`config.mk`:
```
export PLATFORM = sky130hd
export DESIGN_NAME = cief_top
export DESIGN_NICKNAME = d
export VERILOG_FILES = /design/src/cief_pkg.sv /design/src/cief_change_detect.sv /design/src/cief_top.sv
export SDC_FILE = /design/constraint.sdc
export NUM_CORES = 1
export LEC_CHECK = 0
export BUFFER_PORTS_ARGS = -buffer_cell sky130_fd_sc_hd__buf_2
export CORE_MARGIN = 2
export CORE_UTILIZATION = 37
export DETAILED_ROUTE_END_ITERATION = 10
export PLACE_DENSITY = 0.73
export SETUP_SLACK_MARGIN = 0.3
export SLEW_MARGIN = 20
export SYNTH_ARGS = -nofsm -noshare
export SYNTH_HDL_FRONTEND = slang
export SYNTH_HIERARCHICAL = 1
export SYNTH_SLANG_ARGS = --single-unit
export TNS_END_PERCENT = 1
```
`constraint.sdc`:
```
create_clock -name clk -period 1.7 [get_ports clk]
set_input_delay 0.34 -clock clk [delete_from_list [all_inputs] [get_ports clk]]
set_output_delay 0.34 -clock clk [all_outputs]
set_load 0.05 [all_outputs]
```
`src/cief_pkg.sv`:
```
// Constants, types and register layout of the comparator interrupt enable and flag block.
// Assumes a single 50 MHz clock domain and an AXI4-Lite master on the register side.
package cief_pkg;

   localparam int CIEF_ADDR_W = 8;
   localparam int CIEF_DATA_W = 32;
   localparam int CIEF_STRB_W = CIEF_DATA_W / 8;
   localparam int CIEF_REG_W = 8;
   localparam int CIEF_NUM_COMP = 2;

   localparam logic [CIEF_ADDR_W-1:0] CIEF_OFS_FLAGS = 8'h0C;
   localparam logic [CIEF_ADDR_W-1:0] CIEF_OFS_ENABLES = 8'h8C;
   localparam int CIEF_WORD_LSB = 2;

   localparam int CIEF_BIT_COMP = 6;
   localparam logic [CIEF_REG_W-1:0] CIEF_IMPL_MASK = 8'h40;
   localparam int CIEF_LANE_COMP = 0;

   localparam logic CIEF_ENABLE_RST = 1'h0;
   localparam logic CIEF_FLAG_RST = 1'h0;

   localparam logic [1:0] CIEF_RESP_OKAY = 2'h0;
   localparam logic [1:0] CIEF_RESP_SLVERR = 2'h2;

   typedef enum logic [1:0] {
      SEL_NONE = 2'b00,
      SEL_FLAGS = 2'b01,
      SEL_ENABLES = 2'b10
   } cief_sel_e;

   typedef enum logic {
      WR_IDLE = 1'b0,
      WR_RESP = 1'b1
   } cief_wr_e;

   typedef enum logic {
      RD_IDLE = 1'b0,
      RD_DATA = 1'b1
   } cief_rd_e;

   typedef struct packed {
      logic enable;
      logic flag;
   } cief_bits_s;

   typedef struct packed {
      logic [CIEF_ADDR_W-1:0] addr;
      logic [CIEF_DATA_W-1:0] data;
      logic [CIEF_STRB_W-1:0] strb;
   } cief_wreq_s;

endpackage : cief_pkg

```
`src/cief_change_detect.sv`:
```
// Synchroniser and change detector for the comparator outputs.
// Assumes the comparator outputs are asynchronous levels from the analog block.
`timescale 1ns/10ps
module cief_change_detect
   import cief_pkg::*;
#(
   parameter int NUM_COMP = CIEF_NUM_COMP
) (
   input wire logic clk,
   input wire logic rst,
   input wire logic [NUM_COMP-1:0] compIn,
   output logic changePulse
);

   logic [NUM_COMP-1:0] syncFirst;
   logic [NUM_COMP-1:0] syncSecond;
   logic [NUM_COMP-1:0] prevLevel;
   logic [NUM_COMP-1:0] next_prevLevel;
   logic next_changePulse;
   logic primeFirst;
   logic primeSecond;
   logic prevValid;
   logic next_primeFirst;
   logic next_primeSecond;
   logic next_prevValid;

   ////////////////////////////////////////////////////////////////////////////////
   // The first stage feeds only the second, so a metastable value never reaches logic.
   genvar gi;
   generate
      for (gi = 0; gi < NUM_COMP; gi++) begin : gSync
         always_ff @(posedge clk or posedge rst) begin
            if (rst) begin
               syncFirst[gi] <= 1'h0;
               syncSecond[gi] <= 1'h0;
            end else begin
               syncFirst[gi] <= compIn[gi];
               syncSecond[gi] <= syncFirst[gi];
            end
         end
      end
   endgenerate

   ////////////////////////////////////////////////////////////////////////////////
   // Edges are only reported once the stored level is a real sample, so a pin that idles high
   // does not fake a change after reset; a change before the first clock edge after reset is not reported.
   always_comb begin
      next_primeFirst = 1'b1;
      next_primeSecond = primeFirst;
      next_prevValid = primeSecond;
      next_prevLevel = syncSecond;
      next_changePulse = prevValid && (|(syncSecond ^ prevLevel));
   end

   always_ff @(posedge clk or posedge rst) begin
      if (rst) begin
         primeFirst <= 1'h0;
         primeSecond <= 1'h0;
         prevValid <= 1'h0;
         prevLevel <= '0;
         changePulse <= 1'h0;
      end else begin
         primeFirst <= next_primeFirst;
         primeSecond <= next_primeSecond;
         prevValid <= next_prevValid;
         prevLevel <= next_prevLevel;
         changePulse <= next_changePulse;
      end
   end

endmodule : cief_change_detect

```
`src/cief_top.sv`:
```
// Comparator interrupt enable and flag registers behind an AXI4-Lite slave.
// Assumes a 50 MHz clock, an asynchronous active-high reset and comparator levels from outside.
//
// The AXI4-Lite register port is this design's own decision.
`timescale 1ns/10ps

// How it works
// - Bit 6 of the enable register turns the comparator interrupt on when written 1 and off when 0.
// - Bit 6 of the flag register goes to 1 when a comparator output changes or software writes 1, and stays 1 until software writes 0.
// - The flag is set by a change whatever the enable bit happens to be.
// - Bits 7 and 5 to 0 of both registers drop writes and read as zero.
// - The enable bit lives in its own register and software can read and write it.
module cief_top
   import cief_pkg::*;
#(
   parameter int NUM_COMP = CIEF_NUM_COMP
) (
   input wire logic clk,
   input wire logic rst,
   input wire logic [NUM_COMP-1:0] compIn,
   input wire logic [CIEF_ADDR_W-1:0] s_axi_awaddr,
   input wire logic s_axi_awvalid,
   output logic s_axi_awready,
   input wire logic [CIEF_DATA_W-1:0] s_axi_wdata,
   input wire logic [CIEF_STRB_W-1:0] s_axi_wstrb,
   input wire logic s_axi_wvalid,
   output logic s_axi_wready,
   output logic [1:0] s_axi_bresp,
   output logic s_axi_bvalid,
   input wire logic s_axi_bready,
   input wire logic [CIEF_ADDR_W-1:0] s_axi_araddr,
   input wire logic s_axi_arvalid,
   output logic s_axi_arready,
   output logic [CIEF_DATA_W-1:0] s_axi_rdata,
   output logic [1:0] s_axi_rresp,
   output logic s_axi_rvalid,
   input wire logic s_axi_rready,
   output logic irqRequest
);

   ////////////////////////////////////////////////////////////////////////////////
   // Decoding is shared by the read and write paths; the low two address bits are ignored.
   function automatic cief_sel_e regSelect(input logic [CIEF_ADDR_W-1:0] addr);
      if (addr[CIEF_ADDR_W-1:CIEF_WORD_LSB] == CIEF_OFS_FLAGS[CIEF_ADDR_W-1:CIEF_WORD_LSB]) begin
         return SEL_FLAGS;
      end else if (addr[CIEF_ADDR_W-1:CIEF_WORD_LSB]
                   == CIEF_OFS_ENABLES[CIEF_ADDR_W-1:CIEF_WORD_LSB]) begin
         return SEL_ENABLES;
      end
      return SEL_NONE;
   endfunction : regSelect

   function automatic logic [CIEF_DATA_W-1:0] readValue(input cief_sel_e sel,
                                                        input cief_bits_s bitsNow);
      logic [CIEF_REG_W-1:0] byteVal;
      byteVal = '0;
      unique case (sel)
         SEL_FLAGS: byteVal = bitsNow.flag ? CIEF_IMPL_MASK : '0;
         SEL_ENABLES: byteVal = bitsNow.enable ? CIEF_IMPL_MASK : '0;
         SEL_NONE: byteVal = '0;
      endcase
      return {{(CIEF_DATA_W-CIEF_REG_W){1'b0}}, byteVal};
   endfunction : readValue

   ////////////////////////////////////////////////////////////////////////////////
   logic changeEvent;

   cief_change_detect #(
      .NUM_COMP(NUM_COMP)
   ) uChange (
      .clk(clk),
      .rst(rst),
      .compIn(compIn),
      .changePulse(changeEvent)
   );

   ////////////////////////////////////////////////////////////////////////////////
   // Write channel: address and data are taken in either order, then one response.
   cief_wr_e wrState;
   cief_wr_e next_wrState;
   logic awHeld;
   logic next_awHeld;
   logic wHeld;
   logic next_wHeld;
   cief_wreq_s wrReq;
   cief_wreq_s next_wrReq;
   cief_wreq_s curReq;
   logic next_awready;
   logic next_wready;
   logic next_bvalid;
   logic [1:0] next_bresp;
   logic doWrite;
   logic awFire;
   logic wFire;
   cief_sel_e wrSel;

   assign awFire = s_axi_awvalid && s_axi_awready;
   assign wFire = s_axi_wvalid && s_axi_wready;
   assign wrSel = regSelect(curReq.addr);

   always_comb begin
      next_wrState = wrState;
      next_awHeld = awHeld;
      next_wHeld = wHeld;
      next_wrReq = wrReq;
      next_bvalid = s_axi_bvalid;
      next_bresp = s_axi_bresp;
      doWrite = 1'b0;
      if (awFire) begin
         next_awHeld = 1'b1;
         next_wrReq.addr = s_axi_awaddr;
      end
      if (wFire) begin
         next_wHeld = 1'b1;
         next_wrReq.data = s_axi_wdata;
         next_wrReq.strb = s_axi_wstrb;
      end
      curReq = next_wrReq;
      unique case (wrState)
         WR_IDLE: begin
            if (next_awHeld && next_wHeld) begin
               doWrite = 1'b1;
               next_wrState = WR_RESP;
               next_bvalid = 1'b1;
               next_bresp = (regSelect(curReq.addr) == SEL_NONE) ? CIEF_RESP_SLVERR
                                                                 : CIEF_RESP_OKAY;
               next_awHeld = 1'b0;
               next_wHeld = 1'b0;
            end
         end
         WR_RESP: begin
            if (s_axi_bready) begin
               next_bvalid = 1'b0;
               next_wrState = WR_IDLE;
            end
         end
      endcase
      next_awready = (next_wrState == WR_IDLE) && !next_awHeld;
      next_wready = (next_wrState == WR_IDLE) && !next_wHeld;
   end

   always_ff @(posedge clk or posedge rst) begin
      if (rst) begin
         wrState <= WR_IDLE;
         awHeld <= 1'h0;
         wHeld <= 1'h0;
         wrReq <= '0;
         s_axi_awready <= 1'h0;
         s_axi_wready <= 1'h0;
         s_axi_bvalid <= 1'h0;
         s_axi_bresp <= CIEF_RESP_OKAY;
      end else begin
         wrState <= next_wrState;
         awHeld <= next_awHeld;
         wHeld <= next_wHeld;
         wrReq <= next_wrReq;
         s_axi_awready <= next_awready;
         s_axi_wready <= next_wready;
         s_axi_bvalid <= next_bvalid;
         s_axi_bresp <= next_bresp;
      end
   end

   ////////////////////////////////////////////////////////////////////////////////
   // Interrupt bits. A change in the same cycle as a clearing write keeps the flag set,
   // so an event is never lost to a racing software clear.
   cief_bits_s bits;
   cief_bits_s next_bits;
   logic next_irq;
   logic laneHit;

   assign laneHit = curReq.strb[CIEF_LANE_COMP];

   always_comb begin
      next_bits = bits;
      if (doWrite && laneHit) begin
         unique case (wrSel)
            SEL_FLAGS: next_bits.flag = curReq.data[CIEF_BIT_COMP];
            SEL_ENABLES: next_bits.enable = curReq.data[CIEF_BIT_COMP];
            SEL_NONE: next_bits = bits;
         endcase
      end
      if (changeEvent) begin
         next_bits.flag = 1'b1;
      end
      next_irq = next_bits.flag && next_bits.enable;
   end

   always_ff @(posedge clk or posedge rst) begin
      if (rst) begin
         bits.enable <= CIEF_ENABLE_RST;
         bits.flag <= CIEF_FLAG_RST;
         irqRequest <= 1'h0;
      end else begin
         bits <= next_bits;
         irqRequest <= next_irq;
      end
   end

   ////////////////////////////////////////////////////////////////////////////////
   // Read channel: one read at a time, data one cycle after the address is taken.
   cief_rd_e rdState;
   cief_rd_e next_rdState;
   logic next_arready;
   logic next_rvalid;
   logic [CIEF_DATA_W-1:0] next_rdata;
   logic [1:0] next_rresp;
   logic arFire;
   cief_sel_e rdSel;

   assign arFire = s_axi_arvalid && s_axi_arready;
   assign rdSel = regSelect(s_axi_araddr);

   always_comb begin
      next_rdState = rdState;
      next_arready = s_axi_arready;
      next_rvalid = s_axi_rvalid;
      next_rdata = s_axi_rdata;
      next_rresp = s_axi_rresp;
      unique case (rdState)
         RD_IDLE: begin
            next_arready = 1'b1;
            if (arFire) begin
               next_rdState = RD_DATA;
               next_arready = 1'b0;
               next_rvalid = 1'b1;
               next_rdata = readValue(rdSel, bits);
               next_rresp = (rdSel == SEL_NONE) ? CIEF_RESP_SLVERR : CIEF_RESP_OKAY;
            end
         end
         RD_DATA: begin
            if (s_axi_rready) begin
               next_rdState = RD_IDLE;
               next_rvalid = 1'b0;
               next_arready = 1'b1;
            end
         end
      endcase
   end

   always_ff @(posedge clk or posedge rst) begin
      if (rst) begin
         rdState <= RD_IDLE;
         s_axi_arready <= 1'h0;
         s_axi_rvalid <= 1'h0;
         s_axi_rdata <= '0;
         s_axi_rresp <= CIEF_RESP_OKAY;
      end else begin
         rdState <= next_rdState;
         s_axi_arready <= next_arready;
         s_axi_rvalid <= next_rvalid;
         s_axi_rdata <= next_rdata;
         s_axi_rresp <= next_rresp;
      end
   end

   logic flagWriteZero;
   logic flagWriteOne;
   logic enableWrite;

   assign flagWriteZero = doWrite && laneHit && wrSel == SEL_FLAGS && !curReq.data[CIEF_BIT_COMP];
   assign flagWriteOne = doWrite && laneHit && wrSel == SEL_FLAGS && curReq.data[CIEF_BIT_COMP];
   assign enableWrite = doWrite && laneHit && wrSel == SEL_ENABLES;
endmodule : cief_top

```
* After elaboration in Yosys (flattened, before gate mapping)
Index checks and enable logic that the tools add are counted.
Widths: inputs -> output; s select.
** Word-level totals
- Bits in registers :: 53
- Latch bits :: 0
- RAM bits :: 0
- ROM bits :: 0
- Input port bits :: 61
- Logic and storage cells :: 112
- Memories kept :: 0
** Operators by class
- $add $sub $neg :: 0
- Multipliers :: 0
- Divide/modulo/power cells :: 0
- $lt $le $gt $ge :: 0
- Equal/unequal tests :: 12
- Shift-type cells :: 0
- Muxes and demuxes :: 48
- Bitwise gates (word level) :: 4
- Reduce and logical (&&, ||, !) cells :: 18
** Operators with widths (number)
- $mux 1 :: 26
- $mux 2 :: 12
- $pmux 8 s3 :: 1
- $mux 7 :: 2
- $eq 6x2->1 const B :: 2
- $eq 6x6->1 const B :: 2
- $mux 11 :: 1
- $pmux 1 s2 :: 5
- $logic_and 1x1->1 :: 9
- $mux 8 :: 1
- $ne 2x2->1 const B :: 4
- $reduce_and 2->1 :: 4
- $eq 2x1->1 const B :: 2
- $eq 2x2->1 const B :: 2
- $logic_not 2->1 :: 2
- $not 1->1 :: 3
- $logic_not 1->1 :: 2
- $reduce_or 2->1 :: 1
- $xor 2x2->2 :: 1

* Depth between registers and ports, before layout
- Depth in word-level cells :: 12
- Gate-level depth with buffers :: 5
- Gate-level depth less buffers :: 5

* Hierarchy
Netlist, hierarchy kept.
** By module, submodules not included
- cief_top :: instances 1, cells each 116, area each 1229.9 sq um, sequential area each 575.6 sq um
- cief_change_detect :: instances 1, cells each 15, area each 282.8 sq um, sequential area each 250.2 sq um

* Least setup slack after synthesis
OpenSTA, ideal clock, no wires.
- Path type :: reg2reg
- Start :: register s_axi_awready
- End :: register irqRequest
- Library setup time :: 0.129 ns
- Arrival time :: 2.024 ns
- Setup slack :: -0.453 ns
- Stages on the path, launching flop included :: 6
- Clock period less this slack :: 2.153 ns
- Cell sequence :: dfrtp_1 nand2_2 or4_4 a2111oi_4 mux2i_1 a211oi_2
** On the way
- Cells in the longest elaborated chain, start to end :: 11
** Ends and longest elaborated chain
- from (decl) :: line cief_top.sv:23 : output logic s_axi_awready,
- from (signal assigned) :: line cief_top.sv:157 : s_axi_awready <= next_awready;
- $logic_and 1x1->1 (*) :: line cief_top.sv:97 : assign awFire = s_axi_awvalid && s_axi_awready;
- $mux 8 :: line cief_top.sv:109 : if (awFire) begin
- $eq 6x6->1 :: line cief_top.sv:47 : == CIEF_OFS_ENABLES[CIEF_ADDR_W-1:CIEF_WORD_LSB]) begin
- $mux 1 :: line cief_top.sv:46 : end else if (addr[CIEF_ADDR_W-1:CIEF_WORD_LSB]
- $mux 1 :: line cief_top.sv:44 : if (addr[CIEF_ADDR_W-1:CIEF_WORD_LSB] == CIEF_OFS_FLAGS[CIEF_ADDR_W-1:CIEF_WORD_LSB]) begin
- $mux 2 :: line cief_top.sv:50 : return SEL_NONE;
- $eq 2x1->1 :: line cief_top.sv:177 : unique case (wrSel)
- $mux 1 :: line cief_top.sv:177
- $mux 2 (*) :: line cief_top.sv:176 : if (doWrite && laneHit) begin
- $mux 1 :: line cief_top.sv:183 : if (changeEvent) begin
- $logic_and 1x1->1 (*) :: line cief_top.sv:186 : next_irq = next_bits.flag && next_bits.enable;
- named net next_irq :: line cief_top.sv:169 : logic next_irq;
- to (signal assigned) :: line cief_top.sv:196 : irqRequest <= next_irq;
- to (decl) :: line cief_top.sv:38 : output logic irqRequest
The timed path passes the listed nets; every way through them passes the cells marked *.
A chain may end at the register's enable or synchronous reset.

==> metrics <==
area leader, netlist=dfrtp_1; failing checks=negative setup slack; critical path class=reg2reg; std cell rows=23; synth warn=6; fin crit period=1.76 ns; die height=67.9 microns; first-pass GRT wire length=around 3500 microns; CP arrival=1.91 ns; final setup violation count=2; pin count of the biggest net entering global routing=24; clock root cell=clkbuf_8; hold_ws=0.0361 ns; Max Freq=between 500 and 600 MHz; top cells by area, synth=dfrtp_1, buf_4, mux2_2; Avg Cell Area, Syn=approximately 12 sq um; PortBufs=31; hold_buf cts=0; CTS tree=built; outcome=finished with violations; GRT overflow=0; top cells by count, synth=buf_4, dfrtp_1, inv_1; synthesized instance count=approximately 130; fin. max-slew vios=0; fin crit share=1.03; Yosys cell types=29; die area=about 0.0046 sq mm; skew final=0.00305 ns; vias in the first global route=810; Worst Path Max Fanout=3; WL/cell=9.74 microns; Synth Register Bits=33; Mapped Area=about 0.0015 sq mm; Max-Cap Viols=0; Vias=921; final wirelength=~2200 microns; drt drc=0; CTS clk-pin slew, worst paths=0.06 ns; Post-synth EDFFs=0; Layout area overhead=17.8%; post-DP HPWL=around 1800 microns; Ant. Diodes=0; proportion of netlist area held by the largest area contributor=0.546; Longest Clk Path Bufs=2; Post-synth ARST share=1.00; Routed Antenna Nets=0; Initial Util=0.381; leakage power=slightly above 0.9 nW; Initial DRC Count=56; I/O pins=~100; Max VDD drop=0.000637 V; unrepaired setup endpoints after global routing=yes; core box area=between 0.003 and 0.004 sq mm; CP Launch Type=flop; nets=~240; final hold vios=0; total CTS buffers=5; DR pass1 iterations=4; PnR worst setup slack=-0.0562 ns; Total Power=about 2.9 mW; sequential share of the synthesized area=0.546; global-route usage over all layers=0.103; DIE WIDTH=~68 microns; Slowest cell on crit path=or4_4; clk_lat worst skew=0.27 ns; vias per cell=between 4 and 5; PD cells=around 1600 mW/mm^2; Critical Path, Cell by Cell=nand2_4 -> or4_4 -> a2111oi_4 -> mux2i_1 -> inv_1; RD Place Congestion=roughly 0.8; worst hold path class=in2async; H-tree depth=2; Required @ worst endpoint=1.86 ns; antenna violations before repair=0; fraction of layout cells with a size suffix above 1=0.358; Crit. End Element=flop; CP peak stage delay=0.52 ns; top_reg_cell synth=dfrtp_1; CTS Sinks=33
[registers in the layout, indices dropped and copies added (netlist names), 2 cells and up]
register	cells
bits	2
uChange/next_prevLevel	2
uChange/prevLevel	2
uChange/syncFirst	2
wrReq	8
[final cells by class]
type | instances | area, sq um
timing repair buffer | 38 | 214
tap | 50 | 62.6
sequential | 33 | 827
clock inverter | 1 | 5.00
fill | 382 | 2190
clock buffer | 7 | 96.3
inverter | 8 | 30.0
multi-input combinational | 89 | 547
[layer usage]
metal	part of all wire	vias to the layer above	wire length, microns	GRT usage
met4	0.0055	0	12	0.0300
met3	0.082	2	180	0.0543
met1	0.42	430	931	0.118
met2	0.49	36	1080	0.169
li1	-	453	-	-
met5	0	-	0	0
[where the power goes]
group,switching (mW),internal (mW)
logic,0.753,0.368
clock network,0.251,0.365
registers,0.114,1.02
total,1.12,1.75
[cells by family after synthesis]
group	after synthesis	share of synthesized area
xor gates and xnor gates	2	0.0116
buffers and inverters	41	0.184
muxes	10	0.0720
DFF	33	0.546
AOI/OAI and AO/OA	15	0.0811
and+or+nand+nor	28	0.101
other	2	0.00496
[path summary, 6_finish.rpt]
kind	slack (ns)	depth (start not counted)	startpoint	endpoint
worst max-delay path	-0.06	5	s_axi_awready$_DFF_PP0_	bits[1]$_DFF_PP0_
worst min-delay path	0.04	2	rst	uChange/changePulse$_DFF_PP0_
worst max register to register	-0.06	5	s_axi_awready$_DFF_PP0_	bits[1]$_DFF_PP0_
worst min register to register	0.35	0	uChange/syncFirst[1]$_DFF_PP0_	uChange/next_prevLevel[1]$_DFF_PP0_
max in group asynchronous	1.35	3	rst	s_axi_awready$_DFF_PP0_
min in group clk	0.17	1	compIn[0]	uChange/syncFirst[0]$_DFF_PP0_
[repair_timing]
action,4_1_cts,5_1_grt
resized for setup,2,5
setup endpoints to repair,4,6
pin swaps,0,2
setup buffers,0,1
[critical path, delay by kind of cell (launching register included)]
kind / cells / cell delay, ns
buf+inv: 1 / 0.07
flops: 1 / 0.38
mux: 1 / 0.30
compound gates: 1 / 0.33
simple gates: 2 / 0.58
[through the flow]
| step | cells | worst slack, ns | util | instance area (sq um) | TNS [ns] |
|---|---|---|---|---|---|
| 2_1_floorplan | 163 | -0.237 | - | 1640 | -0.577 |
| 3_3_place_gp | 217 | -0.212 | 0.417 | 1650 | -0.519 |
| 3_5_place_dp | 217 | -0.226 | 0.417 | 1650 | -0.587 |
| 4_1_cts | 225 | -0.0922 | 0.444 | 1760 | -0.175 |
| 5_1_grt | 226 | -0.160 | 0.449 | 1780 | -0.289 |
| 6_report | 226 | -0.0562 | 0.449 | 1780 | -0.112 |
[cells in the final DEF (no fill, tap or decap), types with 2 or more instances in the layout]
master    instances
conb_1           34
dfrtp_1          32
buf_2            30
inv_1             8
mux2_2            7
clkbuf_8          7
buf_4             7
nand2_1           6
nor2_1            4
a21oi_1           3
nand3_1           3
mux2i_1           3
and3_1            3
nor2b_1           3
or2_2             2
a21o_1            2
o21ai_0           2
a211oi_2          2
xnor2_1           2
Power figures use the tool's default switching activity.
